==> config.mk <==
export PLATFORM = sky130hd
export DESIGN_NAME = sdram_command_decoder
export DESIGN_NICKNAME = d
export VERILOG_FILES = /design/src/rtl/sdram_cmd_pkg.sv /design/src/rtl/sync_2ff.sv /design/src/rtl/sdram_command_decoder.sv
export SDC_FILE = /design/constraint.sdc
export NUM_CORES = 1
export LEC_CHECK = 0
export ABC_CLOCK_PERIOD_IN_PS = 2750
export BUFFER_PORTS_ARGS = -buffer_cell sky130_fd_sc_hd__buf_4
export CORE_MARGIN = 2
export CORE_UTILIZATION = 34
export DETAILED_ROUTE_END_ITERATION = 8
export GPL_TIMING_DRIVEN = 0
export SLEW_MARGIN = 10
export SYNTH_ARGS = -nofsm -noshare
export SYNTH_HDL_FRONTEND = slang
export SYNTH_HIERARCHICAL = 1
export SYNTH_SLANG_ARGS = --single-unit
==> constraint.sdc <==
create_clock -name mclk -period 2.75 [get_ports mclk]
set_input_delay 0 -clock mclk [delete_from_list [all_inputs] [get_ports mclk]]
set_output_delay 0 -clock mclk [all_outputs]
set_load 0.05 [all_outputs]
==> src/rtl/sdram_cmd_pkg.sv <==
// constants and types shared by the command decoder files
`default_nettype none
package sdram_cmd_pkg;

  // decoded command codes
  typedef enum logic [3:0] {
    CMD_NO_OPERATION = 4'h0,
    CMD_MODE_REGISTER_SET = 4'h1,
    CMD_REFRESH = 4'h2,
    CMD_SELF_REFRESH_ENTRY = 4'h3,
    CMD_SELF_REFRESH_EXIT = 4'h4,
    CMD_BANK_PRECHARGE = 4'h5,
    CMD_ALL_BANK_PRECHARGE = 4'h6,
    CMD_BANK_ACTIVATE = 4'h7,
    CMD_WRITE = 4'h8,
    CMD_READ = 4'h9,
    CMD_POWER_DOWN_ENTRY = 4'ha,
    CMD_POWER_DOWN_EXIT = 4'hb,
    CMD_IMPEDANCE_CAL_LONG = 4'hc,
    CMD_IMPEDANCE_CAL_SHORT = 4'hd,
    CMD_ILLEGAL = 4'he
  } cmd_t;

  // power states
  typedef enum logic [1:0] {
    PWR_ACTIVE = 2'h0,
    PWR_POWER_DOWN = 2'h1,
    PWR_SELF_REFRESH = 2'h2
  } pwr_t;

  // burst setting held from mode register 0, opcode bits 1:0
  localparam logic [1:0] BURST_FIXED_BL8 = 2'h0;
  localparam logic [1:0] BURST_ON_THE_FLY = 2'h1;
  localparam logic [1:0] BURST_FIXED_BC4 = 2'h2;
  localparam logic [1:0] BURST_MODE_RESET = 2'h0;
  localparam int BURST_FIELD_LSB = 0;
  localparam logic [2:0] MODE_REG0_SEL = 3'h0;

  // address bit positions
  localparam int AUTO_CLOSE_BIT = 10;
  localparam int BURST_CHOP_BIT = 12;

  // burst length in link clock cycles (two beats per cycle)
  localparam logic [2:0] BURST_CYC_BL8 = 3'h4;
  localparam logic [2:0] BURST_CYC_BC4 = 3'h2;

endpackage : sdram_cmd_pkg
`default_nettype wire

==> src/rtl/sync_2ff.sv <==
// two flip-flop synchroniser for a bundle of pin levels
`timescale 1ns/1ns
`default_nettype none
module sync_2ff #(
  parameter int WIDTH = 1
) (
  // clock and reset
  input wire logic mclk,
  input wire logic rst_n,
  // levels
  input wire logic [WIDTH-1:0] din,
  output logic [WIDTH-1:0] dout
);

  logic [WIDTH-1:0] meta_r;

  always_ff @(posedge mclk or negedge rst_n)
  begin
    if (!rst_n)
    begin
      meta_r <= '0;
      dout <= '0;
    end
    else
    begin
      meta_r <= din;
      dout <= meta_r;
    end
  end

endmodule : sync_2ff
`default_nettype wire

==> src/rtl/sdram_command_decoder.sv <==
// command decoder of the sdram device
// Notes on behaviour
// [RULE1] commands come only from strobes and clock enable at link clock rise, except self-refresh exit, taken on clock enable high alone
// [RULE2] all strobes low is mode register set; write strobe high is refresh
// [RULE3] bank lines pick the bank; row strobe alone low is bank activate
// [RULE4] column and write strobes low is a write with mode burst setting
// [RULE5] column strobe low with write strobe high is a read
// [RULE6] on the fly, chop bit low gives four beats, high gives eight
// [RULE7] auto-close bit: auto precharge, all banks, or long calibration
// [RULE8] bursts never cut short; burst fixed or on the fly per mode
// [RULE9] chip select low, strobes high is no-operation; bursts go on
// [RULE10] chip select high is deselect, handled as no-operation
// [RULE11] controller sends no-operation while the device waits
// [RULE12] clock enable fall or rise with idle enters or leaves power-down
// [RULE13] refresh pattern with clock enable fall enters self-refresh
// [RULE14] controller waits 512 cycles after self-refresh exit to write
// [RULE15] termination input never alters commands; off in self-refresh
// [RULE16] controller keeps reset high in normal operation
// [RULE17] controller drives defined levels on valid fields
// [RULE18] controller enters self-refresh only with all banks idle
// [RULE19] unlisted strobe and clock enable patterns are illegal
// [RULE20] row and column strobes high, write low is impedance calibration
`timescale 1ns/1ns
`default_nettype none
module sdram_command_decoder #(
  parameter int BANK_W = 3,
  parameter int ADDR_W = 16
) (
  // clock and reset
  input wire logic mclk,
  input wire logic rst_n,
  // link from the controller
  input wire logic link_clk,
  input wire logic cke,
  input wire logic cs_n,
  input wire logic ras_n,
  input wire logic cas_n,
  input wire logic we_n,
  input wire logic [BANK_W-1:0] ba,
  input wire logic [ADDR_W-1:0] addr,
  input wire logic termination_control,
  // decoded command
  output sdram_cmd_pkg::cmd_t cmd_r,
  output logic cmd_strobe_r,
  output logic [BANK_W-1:0] bank_r,
  output logic [ADDR_W-1:0] addr_r,
  output logic auto_precharge_r,
  output logic burst_chop_r,
  // device state
  output sdram_cmd_pkg::pwr_t pwr_state_r,
  output logic burst_active_r,
  output logic [1:0] burst_mode_r,
  output logic termination_enable_r
);

  localparam int SYNC_W = BANK_W + ADDR_W + 7;

  initial
  begin
    if (ADDR_W < 13 || BANK_W < 1)
      $error("address must reach the chop bit, bank at least one bit");
  end

  // ==========================================================
  // pin synchronisers
  logic [SYNC_W-1:0] sync_q;
  logic clk_s;
  logic clk_d_r;
  logic cke_s;
  logic cs_s;
  logic ras_s;
  logic cas_s;
  logic we_s;
  logic term_s;
  logic [BANK_W-1:0] ba_s;
  logic [ADDR_W-1:0] addr_s;
  logic link_edge;

  sync_2ff #(
    .WIDTH(SYNC_W)
  ) u_sync (
    .mclk(mclk),
    .rst_n(rst_n),
    .din({link_clk, cke, cs_n, ras_n, cas_n, we_n, termination_control,
      ba, addr}),
    .dout(sync_q)
  );

  assign {clk_s, cke_s, cs_s, ras_s, cas_s, we_s, term_s, ba_s, addr_s} =
    sync_q;

  always_ff @(posedge mclk or negedge rst_n)
  begin
    if (!rst_n)
      clk_d_r <= 1'b0;
    else
      clk_d_r <= clk_s;
  end

  assign link_edge = clk_s & ~clk_d_r; // RULE1

  // ==========================================================
  // command decode
  function automatic sdram_cmd_pkg::cmd_t decode(
    input logic prev,
    input logic cur,
    input logic cs,
    input logic [2:0] strobes,
    input logic ac,
    input sdram_cmd_pkg::pwr_t st
  );
    logic idle;
    idle = cs | (strobes == 3'h7); // RULE9 RULE10
    decode = sdram_cmd_pkg::CMD_ILLEGAL; // RULE19
    if (prev && cur)
    begin
      if (cs)
        decode = sdram_cmd_pkg::CMD_NO_OPERATION; // RULE10
      else
      begin
        case (strobes)
          3'h0: decode = sdram_cmd_pkg::CMD_MODE_REGISTER_SET; // RULE2
          3'h1: decode = sdram_cmd_pkg::CMD_REFRESH; // RULE2
          3'h2: decode = ac ? sdram_cmd_pkg::CMD_ALL_BANK_PRECHARGE
                            : sdram_cmd_pkg::CMD_BANK_PRECHARGE; // RULE7
          3'h3: decode = sdram_cmd_pkg::CMD_BANK_ACTIVATE; // RULE3
          3'h4: decode = sdram_cmd_pkg::CMD_WRITE; // RULE4
          3'h5: decode = sdram_cmd_pkg::CMD_READ; // RULE5
          3'h6: decode = ac ? sdram_cmd_pkg::CMD_IMPEDANCE_CAL_LONG
                            : sdram_cmd_pkg::CMD_IMPEDANCE_CAL_SHORT; // RULE20
          default: decode = sdram_cmd_pkg::CMD_NO_OPERATION; // RULE9
        endcase
      end
    end
    else if (prev && !cur)
    begin
      if (idle)
        decode = sdram_cmd_pkg::CMD_POWER_DOWN_ENTRY; // RULE12
      else if (!cs && strobes == 3'h1)
        decode = sdram_cmd_pkg::CMD_SELF_REFRESH_ENTRY; // RULE13
    end
    else if (!prev && cur)
    begin
      if (idle && st == sdram_cmd_pkg::PWR_POWER_DOWN)
        decode = sdram_cmd_pkg::CMD_POWER_DOWN_EXIT; // RULE12
    end
    else
      decode = sdram_cmd_pkg::CMD_NO_OPERATION;
  endfunction : decode

  logic cke_prev_r;
  sdram_cmd_pkg::cmd_t cmd_nxt;
  logic sr_exit;
  logic rw_cmd;
  logic chop_nxt;
  logic [2:0] burst_cnt_r;

  assign sr_exit = (pwr_state_r == sdram_cmd_pkg::PWR_SELF_REFRESH)
    && cke_s; // RULE13
  assign cmd_nxt = decode(cke_prev_r, cke_s, cs_s, {ras_s, cas_s, we_s},
    addr_s[sdram_cmd_pkg::AUTO_CLOSE_BIT], pwr_state_r);
  assign rw_cmd = (cmd_nxt == sdram_cmd_pkg::CMD_WRITE)
    || (cmd_nxt == sdram_cmd_pkg::CMD_READ);

  always_comb
  begin
    case (burst_mode_r)
      sdram_cmd_pkg::BURST_ON_THE_FLY:
        chop_nxt = ~addr_s[sdram_cmd_pkg::BURST_CHOP_BIT]; // RULE6
      sdram_cmd_pkg::BURST_FIXED_BC4: chop_nxt = 1'b1; // RULE8
      default: chop_nxt = 1'b0; // RULE8
    endcase
  end

  // ==========================================================
  // clock enable history
  always_ff @(posedge mclk or negedge rst_n)
  begin
    if (!rst_n)
      cke_prev_r <= 1'b0;
    else if (sr_exit)
      cke_prev_r <= 1'b1; // RULE13
    else if (link_edge)
      cke_prev_r <= cke_s;
  end

  // ==========================================================
  // power state
  always_ff @(posedge mclk or negedge rst_n)
  begin
    if (!rst_n)
      pwr_state_r <= sdram_cmd_pkg::PWR_ACTIVE;
    else if (sr_exit)
      pwr_state_r <= sdram_cmd_pkg::PWR_ACTIVE; // RULE13
    else if (link_edge)
    begin
      case (cmd_nxt)
        sdram_cmd_pkg::CMD_POWER_DOWN_ENTRY:
          pwr_state_r <= sdram_cmd_pkg::PWR_POWER_DOWN; // RULE12
        sdram_cmd_pkg::CMD_POWER_DOWN_EXIT:
          pwr_state_r <= sdram_cmd_pkg::PWR_ACTIVE; // RULE12
        sdram_cmd_pkg::CMD_SELF_REFRESH_ENTRY:
          pwr_state_r <= sdram_cmd_pkg::PWR_SELF_REFRESH; // RULE13
        default: pwr_state_r <= pwr_state_r;
      endcase
    end
  end

  // ==========================================================
  // command outputs
  always_ff @(posedge mclk or negedge rst_n)
  begin
    if (!rst_n)
    begin
      cmd_r <= sdram_cmd_pkg::CMD_NO_OPERATION;
      cmd_strobe_r <= 1'b0;
      bank_r <= '0;
      addr_r <= '0;
      auto_precharge_r <= 1'b0;
      burst_chop_r <= 1'b0;
    end
    else if (sr_exit)
    begin
      cmd_r <= sdram_cmd_pkg::CMD_SELF_REFRESH_EXIT; // RULE13
      cmd_strobe_r <= 1'b1;
      auto_precharge_r <= 1'b0;
      burst_chop_r <= 1'b0;
    end
    else if (link_edge)
    begin
      cmd_strobe_r <= 1'b1;
      bank_r <= ba_s; // RULE3
      addr_r <= addr_s;
      if (rw_cmd && burst_active_r)
        cmd_r <= sdram_cmd_pkg::CMD_ILLEGAL; // RULE8
      else if (cmd_nxt == sdram_cmd_pkg::CMD_REFRESH
               && pwr_state_r != sdram_cmd_pkg::PWR_ACTIVE)
        cmd_r <= sdram_cmd_pkg::CMD_ILLEGAL; // RULE12
      else
        cmd_r <= cmd_nxt;
      auto_precharge_r <= rw_cmd
        & addr_s[sdram_cmd_pkg::AUTO_CLOSE_BIT]; // RULE7
      burst_chop_r <= rw_cmd & chop_nxt; // RULE6
    end
    else
      cmd_strobe_r <= 1'b0;
  end

  // ==========================================================
  // burst setting from mode register set
  always_ff @(posedge mclk or negedge rst_n)
  begin
    if (!rst_n)
      burst_mode_r <= sdram_cmd_pkg::BURST_MODE_RESET;
    else if (link_edge && !sr_exit
             && cmd_nxt == sdram_cmd_pkg::CMD_MODE_REGISTER_SET
             && ba_s == BANK_W'(sdram_cmd_pkg::MODE_REG0_SEL))
      burst_mode_r <= addr_s[sdram_cmd_pkg::BURST_FIELD_LSB +: 2]; // RULE2
  end

  // ==========================================================
  // burst tracking, never cut short
  always_ff @(posedge mclk or negedge rst_n)
  begin
    if (!rst_n)
    begin
      burst_cnt_r <= 3'h0;
      burst_active_r <= 1'b0;
    end
    else if (link_edge && !sr_exit)
    begin
      if (rw_cmd && !burst_active_r)
      begin
        burst_cnt_r <= chop_nxt ? sdram_cmd_pkg::BURST_CYC_BC4
                                : sdram_cmd_pkg::BURST_CYC_BL8; // RULE8
        burst_active_r <= 1'b1;
      end
      else if (burst_active_r)
      begin
        burst_cnt_r <= burst_cnt_r - 3'h1; // RULE9
        burst_active_r <= (burst_cnt_r != 3'h1);
      end
    end
  end

  // ==========================================================
  // termination enable
  always_ff @(posedge mclk or negedge rst_n)
  begin
    if (!rst_n)
      termination_enable_r <= 1'b0;
    else
      termination_enable_r <= term_s
        & (pwr_state_r != sdram_cmd_pkg::PWR_SELF_REFRESH); // RULE15
  end

  // ==========================================================
  // assertions
  a_strobe_on_edge: assert property (@(posedge mclk) disable iff (!rst_n)
    link_edge && !sr_exit |=> cmd_strobe_r) // RULE1
    else $error("command not strobed after link edge");
  a_refresh_decode: assert property (@(posedge mclk) disable iff (!rst_n)
    link_edge && !sr_exit && cke_prev_r && cke_s && !cs_s && !ras_s
    && !cas_s && we_s && pwr_state_r == sdram_cmd_pkg::PWR_ACTIVE
    |=> cmd_r == sdram_cmd_pkg::CMD_REFRESH) // RULE2
    else $error("refresh pattern not decoded");
  a_activate_bank: assert property (@(posedge mclk) disable iff (!rst_n)
    link_edge && !sr_exit
    |=> bank_r == $past(ba_s)) // RULE3
    else $error("bank not captured");
  a_write_decode: assert property (@(posedge mclk) disable iff (!rst_n)
    link_edge && !sr_exit && cmd_nxt == sdram_cmd_pkg::CMD_WRITE
    && !burst_active_r |=> cmd_r == sdram_cmd_pkg::CMD_WRITE
    && burst_active_r) // RULE4
    else $error("write not decoded");
  a_read_decode: assert property (@(posedge mclk) disable iff (!rst_n)
    link_edge && !sr_exit && cke_prev_r && cke_s && !cs_s && ras_s
    && !cas_s && we_s |-> cmd_nxt == sdram_cmd_pkg::CMD_READ) // RULE5
    else $error("read not decoded");
  a_chop_fly: assert property (@(posedge mclk) disable iff (!rst_n)
    link_edge && !sr_exit && rw_cmd
    && burst_mode_r == sdram_cmd_pkg::BURST_ON_THE_FLY
    |=> burst_chop_r == !$past(addr_s[12])) // RULE6
    else $error("chop bit misread");
  a_auto_close: assert property (@(posedge mclk) disable iff (!rst_n)
    link_edge && !sr_exit && rw_cmd
    |=> auto_precharge_r == $past(addr_s[10])) // RULE7
    else $error("auto precharge misread");
  a_burst_holds: assert property (@(posedge mclk) disable iff (!rst_n)
    link_edge && !sr_exit && burst_active_r && burst_cnt_r > 3'h1
    |=> burst_active_r) // RULE8
    else $error("burst ended early");
  a_deselect_nop: assert property (@(posedge mclk) disable iff (!rst_n)
    cke_prev_r && cke_s && cs_s
    |-> cmd_nxt == sdram_cmd_pkg::CMD_NO_OPERATION) // RULE10
    else $error("deselect not a no-operation");
  a_pd_entry: assert property (@(posedge mclk) disable iff (!rst_n)
    link_edge && !sr_exit && cmd_nxt == sdram_cmd_pkg::CMD_POWER_DOWN_ENTRY
    |=> pwr_state_r == sdram_cmd_pkg::PWR_POWER_DOWN) // RULE12
    else $error("power-down not entered");
  a_sr_exit: assert property (@(posedge mclk) disable iff (!rst_n)
    pwr_state_r == sdram_cmd_pkg::PWR_SELF_REFRESH && cke_s
    |=> pwr_state_r == sdram_cmd_pkg::PWR_ACTIVE
    && cmd_r == sdram_cmd_pkg::CMD_SELF_REFRESH_EXIT) // RULE13
    else $error("self-refresh exit missed");
  a_term_off_sr: assert property (@(posedge mclk) disable iff (!rst_n)
    pwr_state_r == sdram_cmd_pkg::PWR_SELF_REFRESH
    |=> !termination_enable_r) // RULE15
    else $error("termination on in self-refresh");
  a_zq_decode: assert property (@(posedge mclk) disable iff (!rst_n)
    cke_prev_r && cke_s && !cs_s && ras_s && cas_s && !we_s
    |-> cmd_nxt == sdram_cmd_pkg::CMD_IMPEDANCE_CAL_LONG
    || cmd_nxt == sdram_cmd_pkg::CMD_IMPEDANCE_CAL_SHORT) // RULE20
    else $error("calibration not decoded");
  a_illegal_cmd: assert property (@(posedge mclk) disable iff (!rst_n)
    cke_prev_r && !cke_s && !cs_s && {ras_s, cas_s, we_s} != 3'h1
    && {ras_s, cas_s, we_s} != 3'h7
    |-> cmd_nxt == sdram_cmd_pkg::CMD_ILLEGAL) // RULE19
    else $error("reserved pattern accepted");

endmodule : sdram_command_decoder
`default_nettype wire

==> qor.txt, run 1 <==
Buffers on Ports - 59
WHS - 287 ps
R2R Path Start - u_sync/dout[24]
CTS buffer count - 9
Worst-skew pair later-pin latency - 350 ps
Hold Path Class - input port to register
DP Area - 0.00386 mm2
Setup TNS Final - 0 ps
CTS tree - done
Share of cells above drive strength 1 - 24.7%
Pre-antenna DRT Iters - 4
I/O pins - 60
Simple-gate area share of the yosys netlist - 15.3%
Number of synthesized flops with an enable pin - 0
Maximum capacitance violations - 0
Multiplexer share of the synthesized area - 1.31%
Worst-path clk slew - 90 ps
Power Dens Cells - 803 mW/mm2
Fmax - 0.429 GHz
P&R area growth vs syn - 32.8%
Initial antenna violation count - 0
Post-Synth Adder-Cell Area - 2.69%
Remaining antenna violation count - 0
Total number of vias - 2242
Iter 0 DRT Violations - 85
Vias in the first global route - 2200
Startpoint types - register
Die Area - 0.0104 mm2
Initial Util - 35.1%
Largest net degree at the start of global routing - 90
Slew @ Worst Pin - 1070 ps
Total Nets Final - 399
Die height - 102 um
Global-route usage over all layers - 13.1%
CP Max Fanout - 6
Clk_skew - 9.51 ps
WP buf/inv - 1
Post-Place Cells - 455
Max-slew violation count - 0
Final worst path period share - 84.7%
Die W - 102 um
Post-layout instance area - 0.00433 mm2
Syn Area/Cell - 12.2 um2
Critical Path RT - 2990 ps
Setup violations, final - 0
RSZ-0062 raised after global routing - no
Crit path cell chain - inv_1 -> ha_1 -> nand2b_1 -> or4_1 -> o311ai_2 -> nand4_1 -> mux2_2
Register area share after synthesis - 68.3%
H-Tree Depth - 3
CP top delay family - simple AND/OR/NAND/NOR gates
CP Capture Type - register
First-pass GRT wire length - 10600 um
Net count after synthesis - 302
Crit Path Category - register to register
Relative slew slack - 28.8%
Synth Area in XOR/XNOR - 0.269%
Num rows - 35
Hpwl dp - 4170 um
Synth Flop Type - dfrtp_1
Min-Delay Startpoint - addr[15]
Total wire length - 6280 um
Post-CTS Setup Bufs - 0
Ant. Diodes - 0
Place WS - 419 ps
Vias per inst - 4.50
Global-route congestion overflow total - 0
Crit. Startpoint - u_sync/dout[24]
Slowest stage cell on the critical path - or4_1
CTS Buffer Depth - 2
Count of non-filler cells in the finished layout - 498
Yosys reg bits - 89
Largest stage delay, worst path - 530 ps
Tmin final - 2330 ps
Number of warnings issued by yosys - 6
Num Clock Sinks - 89
WL/cell - 12.6 um
Fin. Hold Viols - 0
Fin worst setup slack - 421 ps
Ys async rst share - 100%
Post-synth cell types - 46
Leak Pwr - 2.06 nW
Gate count of the mapped netlist - 267
Post-Syn Area - 0.00326 mm2
Worst VDD drop - 0.379 mV
CP arrival - 2570 ps
Total core area - 0.00928 mm2
Largest family of logic cells by synthesized area - simple AND/OR/NAND/NOR gates
Post-synthesis compound-gate area fraction - 8.56%
Drt drc - 0
GP Congestion - 0.822
Outcome - completed
Root Buffer - clkbuf_8
## timing repair
item	4_1_cts	5_1_grt
gates resized for setup	0	0
hold buffers	27	0
endpoints found under the hold margin	115	0
## flip-flops by register name, indices dropped and copies added (netlist names)
register	cells
burst_mode_r	2
burst_active_r	1
cmd_strobe_r	1
cke_prev_r	1
burst_cnt_r	3
clk_d_r	1
cmd_r	4
burst_chop_r	1
addr_r	16
termination_enable_r	1
u_sync/meta_r	26
bank_r	3
auto_precharge_r	1
u_sync/dout	26
pwr_state_r	2
## worst paths after layout
path / endpoint / slack (ps) / depth (start not counted)
setup reg to reg: burst_mode_r[0] / 420 / 7
max in group asynchronous: burst_active_r / 1680 / 2
hold / removal: u_sync/meta_r[15] / 290 / 2
hold reg to reg: u_sync/dout[25] / 350 / 0
min in group asynchronous: u_sync/meta_r[2] / 380 / 2
setup / recovery: burst_mode_r[0] / 420 / 7
## through the flow
| step | power, W | util, % |
|---|---|---|
| 2_1_floorplan | 0.00227 | - |
| 3_3_place_gp | 0.00258 | 41.6 |
| 3_5_place_dp | 0.00261 | 41.6 |
| 4_1_cts | 0.00352 | 46.6 |
| 5_1_grt | 0.00368 | 46.6 |
| 6_report | 0.00348 | 46.6 |
## layer usage
metal	global-route usage, %	routed length, um
met3	3.69	341
met5	0	0
met4	5.54	109
met1	18.4	2980
met2	19.3	2860
## synthesized netlist by cell type, types with 2 or more instances
master,n,area [um2]
nor3_1,2,10.0
ha_1,7,87.6
and3_1,2,12.5
nor2_1,11,41.3
nand2_1,68,255
mux2i_1,2,20.0
a31oi_1,6,37.5
inv_1,10,37.5
nor2b_1,4,25.0
a21oi_1,8,40.0
o21ai_0,6,30.0
a32o_1,2,20.0
buf_6,3,33.8
nand2b_1,3,18.8
or4_1,4,30.0
nor3b_1,2,15.0
o21a_1,2,15.0
dfrtp_1,89,2230
clkbuf_1,4,15.0
mux2_2,2,22.5
nand3_1,3,15.0
nand4_1,3,18.8
## cells in the final DEF (no fill, tap or decap), types with 2 or more instances in the layout
cell type / synthesis / routed
or4_1: 4 / 4
buf_6: 3 / 3
a31oi_1: 6 / 6
nor3_1: 2 / 2
ha_1: 7 / 7
nor2b_1: 4 / 4
mux2_2: 2 / 2
mux2i_1: 2 / 2
dlygate4sd3_1: 0 / 27
nand4_1: 3 / 3
clkbuf_8: 1 / 11
inv_1: 10 / 10
o21ai_0: 6 / 6
and3_1: 2 / 2
nor2_1: 11 / 11
inv_8: 0 / 2
inv_6: 0 / 3
a32o_1: 2 / 2
nor3b_1: 2 / 2
nand2_1: 68 / 68
clkbuf_1: 4 / 4
buf_4: 1 / 60
o21a_1: 2 / 2
dfrtp_1: 89 / 89
nand2b_1: 3 / 3
nand3_1: 3 / 3
a21oi_1: 8 / 8
## layout make-up
type,count,area (um2)
clock inverters,6,56.3
well taps,129,161
repair buffers,86,713
fillers,887,4960
multi-input cells,157,916
inverters,10,37.5
flip-flops and latches,89,2230
clock buffers,10,138
plain buffers,11,78.8
## kinds of logic after synthesis
kind of cell	count (synthesis)
compound gates	38
simple gates	107
buf+inv	21
fa+ha+maj	7
xor+xnor	1
flops	89
mux	4
## worst register-to-register path: cells and delay by family (launching register included)
kind            cells  cell delay [ps]
fa+ha+maj           1              250
simple gates        3              940
flops               1              450
buf+inv             1               80
mux                 1              330
compound gates      1              160
## report_power, final
part	leakage, nW	switching, W	internal [W]
clock network	0.0977	0.000493	0.000376
logic	0.905	0.000674	0.000360
registers	1.06	0.000107	0.00147
Note: power is estimated with default switching activity, not from simulation.
==> run 2, diff against run 1 <==
--- a/config.mk
+++ b/config.mk
@@ -5,7 +5,7 @@
 export SDC_FILE = /design/constraint.sdc
 export NUM_CORES = 1
 export LEC_CHECK = 0
-export ABC_CLOCK_PERIOD_IN_PS = 2750
+export ABC_CLOCK_PERIOD_IN_PS = 2300
 export BUFFER_PORTS_ARGS = -buffer_cell sky130_fd_sc_hd__buf_4
 export CORE_MARGIN = 2
 export CORE_UTILIZATION = 34
==> constraint.sdc (replaced) <==
create_clock -name mclk -period 2.3 [get_ports mclk]
set_input_delay 0 -clock mclk [delete_from_list [all_inputs] [get_ports mclk]]
set_output_delay 0 -clock mclk [all_outputs]
set_load 0.05 [all_outputs]
==> qor.txt, run 2 (synthesis results as in run 1) <==
Vias in the first global route - 2209 (+0.41%)
P&R area growth vs syn - 34.2%
CP Capture Type - register
Setup TNS Final - 0 ps (unchanged)
Share of cells above drive strength 1 - 26.2% (+1.6 points)
WHS - 287 ps (-0.418 ps)
Portion of total power attributed to combinational logic - 30.2% (+0.4 points)
CP Max Fanout - 5 (-1)
Die Area - 0.0104 mm2 (unchanged)
Worst VDD drop - 0.454 mV (+20%)
Most frequent cells in the layout - dfrtp_1 (89), nand2_1 (68), buf_4 (62)
Startpoint types - register
Total wire length - 6430 um (+2.3%)
Fin worst setup slack - 103 ps (-318 ps)
Power Dens Cells - 955 mW/mm2 (+19%)
Num rows - 35 (unchanged)
WP buf/inv - 1 (unchanged)
Clock share of power - 24.8% (-0.2 points)
Switching power - 0.00154 W (+21%)
Ant. Diodes - 0 (unchanged)
Slowest stage cell on the critical path - or4_1
Slew @ Worst Pin - 1070 ps (+6.97 ps)
Outcome - completed
I/O pins - 60 (unchanged)
CP top delay family - simple AND/OR/NAND/NOR gates
Relative slew slack - 28.4% (-0.46 points)
CP arrival - 2470 ps (-100 ps)
Total core area - 0.00928 mm2 (unchanged)
Max-slew violation count - 0 (unchanged)
Fmax - 0.455 GHz (+6.0%)
Commonest non-fill, non-tap cell in the layout - dfrtp_1
Leak Pwr - 2.08 nW (+0.73%)
Root Buffer - clkbuf_8
Crit path cell chain - inv_1 -> ha_2 -> and4bb_4 -> a211oi_4 -> or2_4 -> or4_1 -> a41oi_2
Die height - 102 um (unchanged)
Final worst path period share - 95.5% (+11 points)
Initial Util - 35.1% (unchanged)
GP Congestion - 0.822 (unchanged)
Largest stage delay, worst path - 540 ps (about the same)
Critical Path RT - 2580 ps (-410 ps)
Hpwl dp - 4170 um (unchanged)
Sequential Power Share - 45.0% (-0.3 points)
Global-route usage over all layers - 13.2% (+0.058 points)
Initial antenna violation count - 0 (unchanged)
Hold Path Class - input port to register
H-Tree Depth - 3 (unchanged)
Pre-antenna DRT Iters - 4 (unchanged)
Setup violations, final - 0 (unchanged)
Fin. Hold Viols - 0 (unchanged)
Total Nets Final - 400 (+0.25%)
Worst-skew pair later-pin latency - 350 ps (about the same)
WL/cell - 12.9 um (+2.1%)
Count of non-filler cells in the finished layout - 499 (+0.20%)
CTS tree - done
Core Util, Final - 47.1% (+0.51 points)
Tmin final - 2200 ps (-132 ps)
Maximum capacitance violations - 0 (unchanged)
Die W - 102 um (unchanged)
CTS Buffer Depth - 2 (unchanged)
Num Clock Sinks - 89 (unchanged)
Iter 0 DRT Violations - 115 (+35%)
Remaining antenna violation count - 0 (unchanged)
Drt drc - 0 (unchanged)
Vias per inst - 4.52 (+0.29%)
Total number of vias - 2253 (+0.49%)
Place WS - -31.0 ps (-450 ps)
Crit Path Category - register to register
Filler cells - 884 (-0.34%)
Post-Place Cells - 455 (unchanged)
Switching share of total power - 36.7% (+0.073 points)
Largest net degree at the start of global routing - 90 (unchanged)
Buffers on Ports - 59 (unchanged)
First-pass GRT wire length - 10600 um (+0.33%)
Global-route congestion overflow total - 0 (unchanged)
Internal - 0.00265 W (+20%)
Worst-path clk slew - 90 ps (about the same)
CTS buffer count - 9 (unchanged)
RSZ-0062 raised after global routing - no
Clk_skew - 9.73 ps (+0.216 ps)
Largest registers - u_sync/dout: 26 flops, u_sync/meta_r: 26 flops, addr_r: 16 flops
-- run 2: stage by stage --
step	cell area (um2)	total power, W
after global routing	4380	0.00442
after detailed placement	3860	0.00312
final	4380	0.00418
after global placement	3860	0.00309
after floorplan	3260	0.00272
after CTS	4340	0.00421
-- run 2: power groups by stage --
stage / registers, W / clock network [W] / logic, W
floorplan: 0.00230 / 0 / 0.000415
global placement: 0.00191 / 0 / 0.00118
detailed placement: 0.00191 / 0 / 0.00121
CTS: 0.00188 / 0.00108 / 0.00125
global route: 0.00191 / 0.00115 / 0.00136
finish: 0.00188 / 0.00104 / 0.00126
-- run 2: layout make-up --
type	count	area (um2)	area share (%)
well taps	129	161	3.69
plain buffers	10	73.8	1.69
repair buffers	88	728	16.6
inverters	10	37.5	0.858
clock buffers	10	138	3.15
clock inverters	6	56.3	1.29
flip-flops and latches	89	2230	50.9
multi-input cells	157	953	21.8
-- run 2: path summary, 6_finish.rpt --
check / slack [ps] / start / depth (start not counted) / end
max in group asynchronous: 1240 / rst_n / 2 / cmd_r[1]
worst max-delay path: 100 / u_sync/dout[24] / 7 / cmd_r[2]
min in group asynchronous: 380 / rst_n / 2 / u_sync/meta_r[2]
worst min register to register: 350 / u_sync/meta_r[25] / 0 / u_sync/dout[25]
worst max register to register: 100 / u_sync/dout[24] / 7 / cmd_r[2]
worst min-delay path: 290 / addr[15] / 2 / u_sync/meta_r[15]
-- run 2: routing by layer --
layer	routed length, um	track usage [%]	part of all wire, %
met4	109	5.54	1.7
met2	2950	19.6	46
met1	3010	18.4	47
met5	0	0	0
met3	356	3.69	5.5
-- run 2: repair_timing --
| item | 4_1_cts | 5_1_grt |
|---|---|---|
| pin swaps | 1 | 1 |
| endpoints found under the hold margin | 115 | 0 |
| resized for setup | 1 | 7 |
| hold buffers | 27 | 0 |
| setup buffers | 1 | 1 |
| setup endpoints to repair | 3 | 5 |
==> run 3, diff against run 2 <==
--- a/config.mk
+++ b/config.mk
@@ -11,6 +11,7 @@
 export CORE_UTILIZATION = 34
 export DETAILED_ROUTE_END_ITERATION = 8
 export GPL_TIMING_DRIVEN = 0
+export RECOVER_POWER = 100
 export SLEW_MARGIN = 10
 export SYNTH_ARGS = -nofsm -noshare
 export SYNTH_HDL_FRONTEND = slang
==> qor.txt, run 3 (synthesis results as in run 1) <==
Outcome - completed
Worst-path clk slew - 90 ps (about the same)
Total number of vias - 2262 (+0.40%)
Most frequent cells in the layout - dfrtp_1 (89), nand2_1 (68), clkbuf_1 (37)
Reg-to-reg slack, setup - 110 ps (about the same)
Total wire length - 6430 um (about the same)
Slew @ Worst Pin - 1180 ps (+101 ps)
Die W - 102 um (unchanged)
Total Nets Final - 400 (unchanged)
CTS Buffer Depth - 2 (unchanged)
GP Congestion - 0.822 (unchanged)
RSZ-0062 raised after global routing - no
Cells on worst reg2reg path - 7 (unchanged)
I/O pins - 60 (unchanged)
Hold path depth - 2 (unchanged)
Hold Path End - u_sync/meta_r[2]
Hold Path Class - input port to register
Critical Path RT - 2580 ps (about the same)
Share of cells above drive strength 1 - 17.3% (-8.9 points)
Commonest non-fill, non-tap cell in the layout - dfrtp_1
P&R area growth vs syn - 30.3%
Largest registers - u_sync/dout: 26 flops, u_sync/meta_r: 26 flops, addr_r: 16 flops
Num rows - 35 (unchanged)
Worst VDD drop - 0.431 mV (-5.0%)
Leak Pwr - 1.95 nW (-6.2%)
Pre-antenna DRT Iters - 4 (unchanged)
Drt drc - 0 (unchanged)
Buffers on Ports - 59 (unchanged)
Final worst path period share - 95.4% (about the same)
Fin worst setup slack - 105 ps (+1.95 ps)
Min-Delay Startpoint - addr[2]
Clk_skew - 9.43 ps (-0.301 ps)
CP Max Fanout - 5 (unchanged)
Critical R2R Capture - cmd_r[2]
Startpoint types - register
CP Capture Type - register
Vias per inst - 4.53 (+0.40%)
Worst-skew pair later-pin latency - 350 ps (about the same)
Vias in the first global route - 2209 (unchanged)
Largest net degree at the start of global routing - 90 (unchanged)
Crit Path Category - register to register
Initial Util - 35.1% (unchanged)
Relative slew slack - 21.6% (-6.7 points)
Max-slew violation count - 0 (unchanged)
Num Clock Sinks - 89 (unchanged)
Total core area - 0.00928 mm2 (unchanged)
CTS buffer count - 9 (unchanged)
Global-route congestion overflow total - 0 (unchanged)
Hpwl dp - 4170 um (unchanged)
First-pass GRT wire length - 10600 um (unchanged)
Die Area - 0.0104 mm2 (unchanged)
CP arrival - 2470 ps (about the same)
Place WS - -31.0 ps (unchanged)
Core Util, Final - 45.8% (-1.4 points)
Crit. Startpoint - u_sync/dout[24]
Die height - 102 um (unchanged)
Tmin final - 2190 ps (-1.95 ps)
DP Area - 0.00386 mm2 (unchanged)
Fmax - 0.456 GHz (about the same)
Ant. Diodes - 0 (unchanged)
R2R Path Start - u_sync/dout[24]
H-Tree Depth - 3 (unchanged)
Post-Place Cells - 455 (unchanged)
Maximum capacitance violations - 0 (unchanged)
Root Buffer - clkbuf_8
WL/cell - 12.9 um (about the same)
Global-route usage over all layers - 13.2% (unchanged)
Initial antenna violation count - 0 (unchanged)
Power Dens Cells - 959 mW/mm2 (+0.38%)
Remaining antenna violation count - 0 (unchanged)
CTS tree - done
Setup violations, final - 0 (unchanged)
Fin. Hold Viols - 0 (unchanged)
Count of non-filler cells in the finished layout - 499 (unchanged)
Iter 0 DRT Violations - 90 (-22%)
Post-layout instance area - 0.00425 mm2 (-2.9%)
==> run 3: worst max path at each step <==
stage                      endpoint  slack [ps]  depth (start not counted)
finish                     cmd_r[2]         110                          7
global route        burst_mode_r[0]           3                          7
CTS                 burst_mode_r[0]          20                          7
detailed placement  burst_mode_r[0]         -30                          7
global placement       burst_chop_r          30                          7
floorplan                  cmd_r[3]         220                          7
==> run 3: area by class of cell <==
cell class / instances / area (um2)
Buffer: 10 / 73.8
Clock buffer: 10 / 138
Clock inverter: 6 / 56.3
Fill cell: 901 / 5040
Inverter: 10 / 37.5
Multi-Input combinational cell: 157 / 946
Sequential cell: 89 / 2230
Tap cell: 129 / 161
Timing Repair Buffer: 88 / 608
==> run 3: worst max-delay path, cell delays in order, from the launching register on <==
cell,delay (ps)
dfrtp_1,420
inv_1,90
ha_2,210
and4bb_4,280
a211oi_4,80
or2_4,270
or4_1,540
a41oi_2,220
==> run 3: per-layer routing <==
| metal | part of all wire [%] | track usage (%) | vias to the layer above |
|---|---|---|---|
| met3 | 5.6 | 3.69 | 11 |
| li1 | - | - | 1089 |
| met2 | 46 | 19.6 | 64 |
| met5 | 0 | 0 | - |
| met1 | 47 | 18.4 | 1098 |
| met4 | 1.7 | 5.54 | 0 |
==> run 3: what timing repair did <==
action	4_1_cts	5_1_grt
pin swaps	1	1
buffers inserted	1	1
endpoints found under the hold margin	115	0
gates resized for setup	1	7
hold buffers	27	0
endpoints found under the setup margin	3	5
==> run 3: power by group <==
part	switching [W]	internal [W]	total, W	leakage (nW)
registers	0.000126	0.00175	0.00188	1.06
clock network	0.000591	0.000449	0.00104	0.0977
logic	0.000819	0.000337	0.00116	0.791
==> run 3: through the flow <==
step | hold WS [ps] | setup TNS [ps] | power, W
after floorplan | -296 | 0 | 0.00272
after global placement | 109 | 0 | 0.00309
after detailed placement | 110 | -61.6 | 0.00312
after CTS | 267 | 0 | 0.00421
after global routing | 288 | 0 | 0.00431
final | 303 | 0 | 0.00407
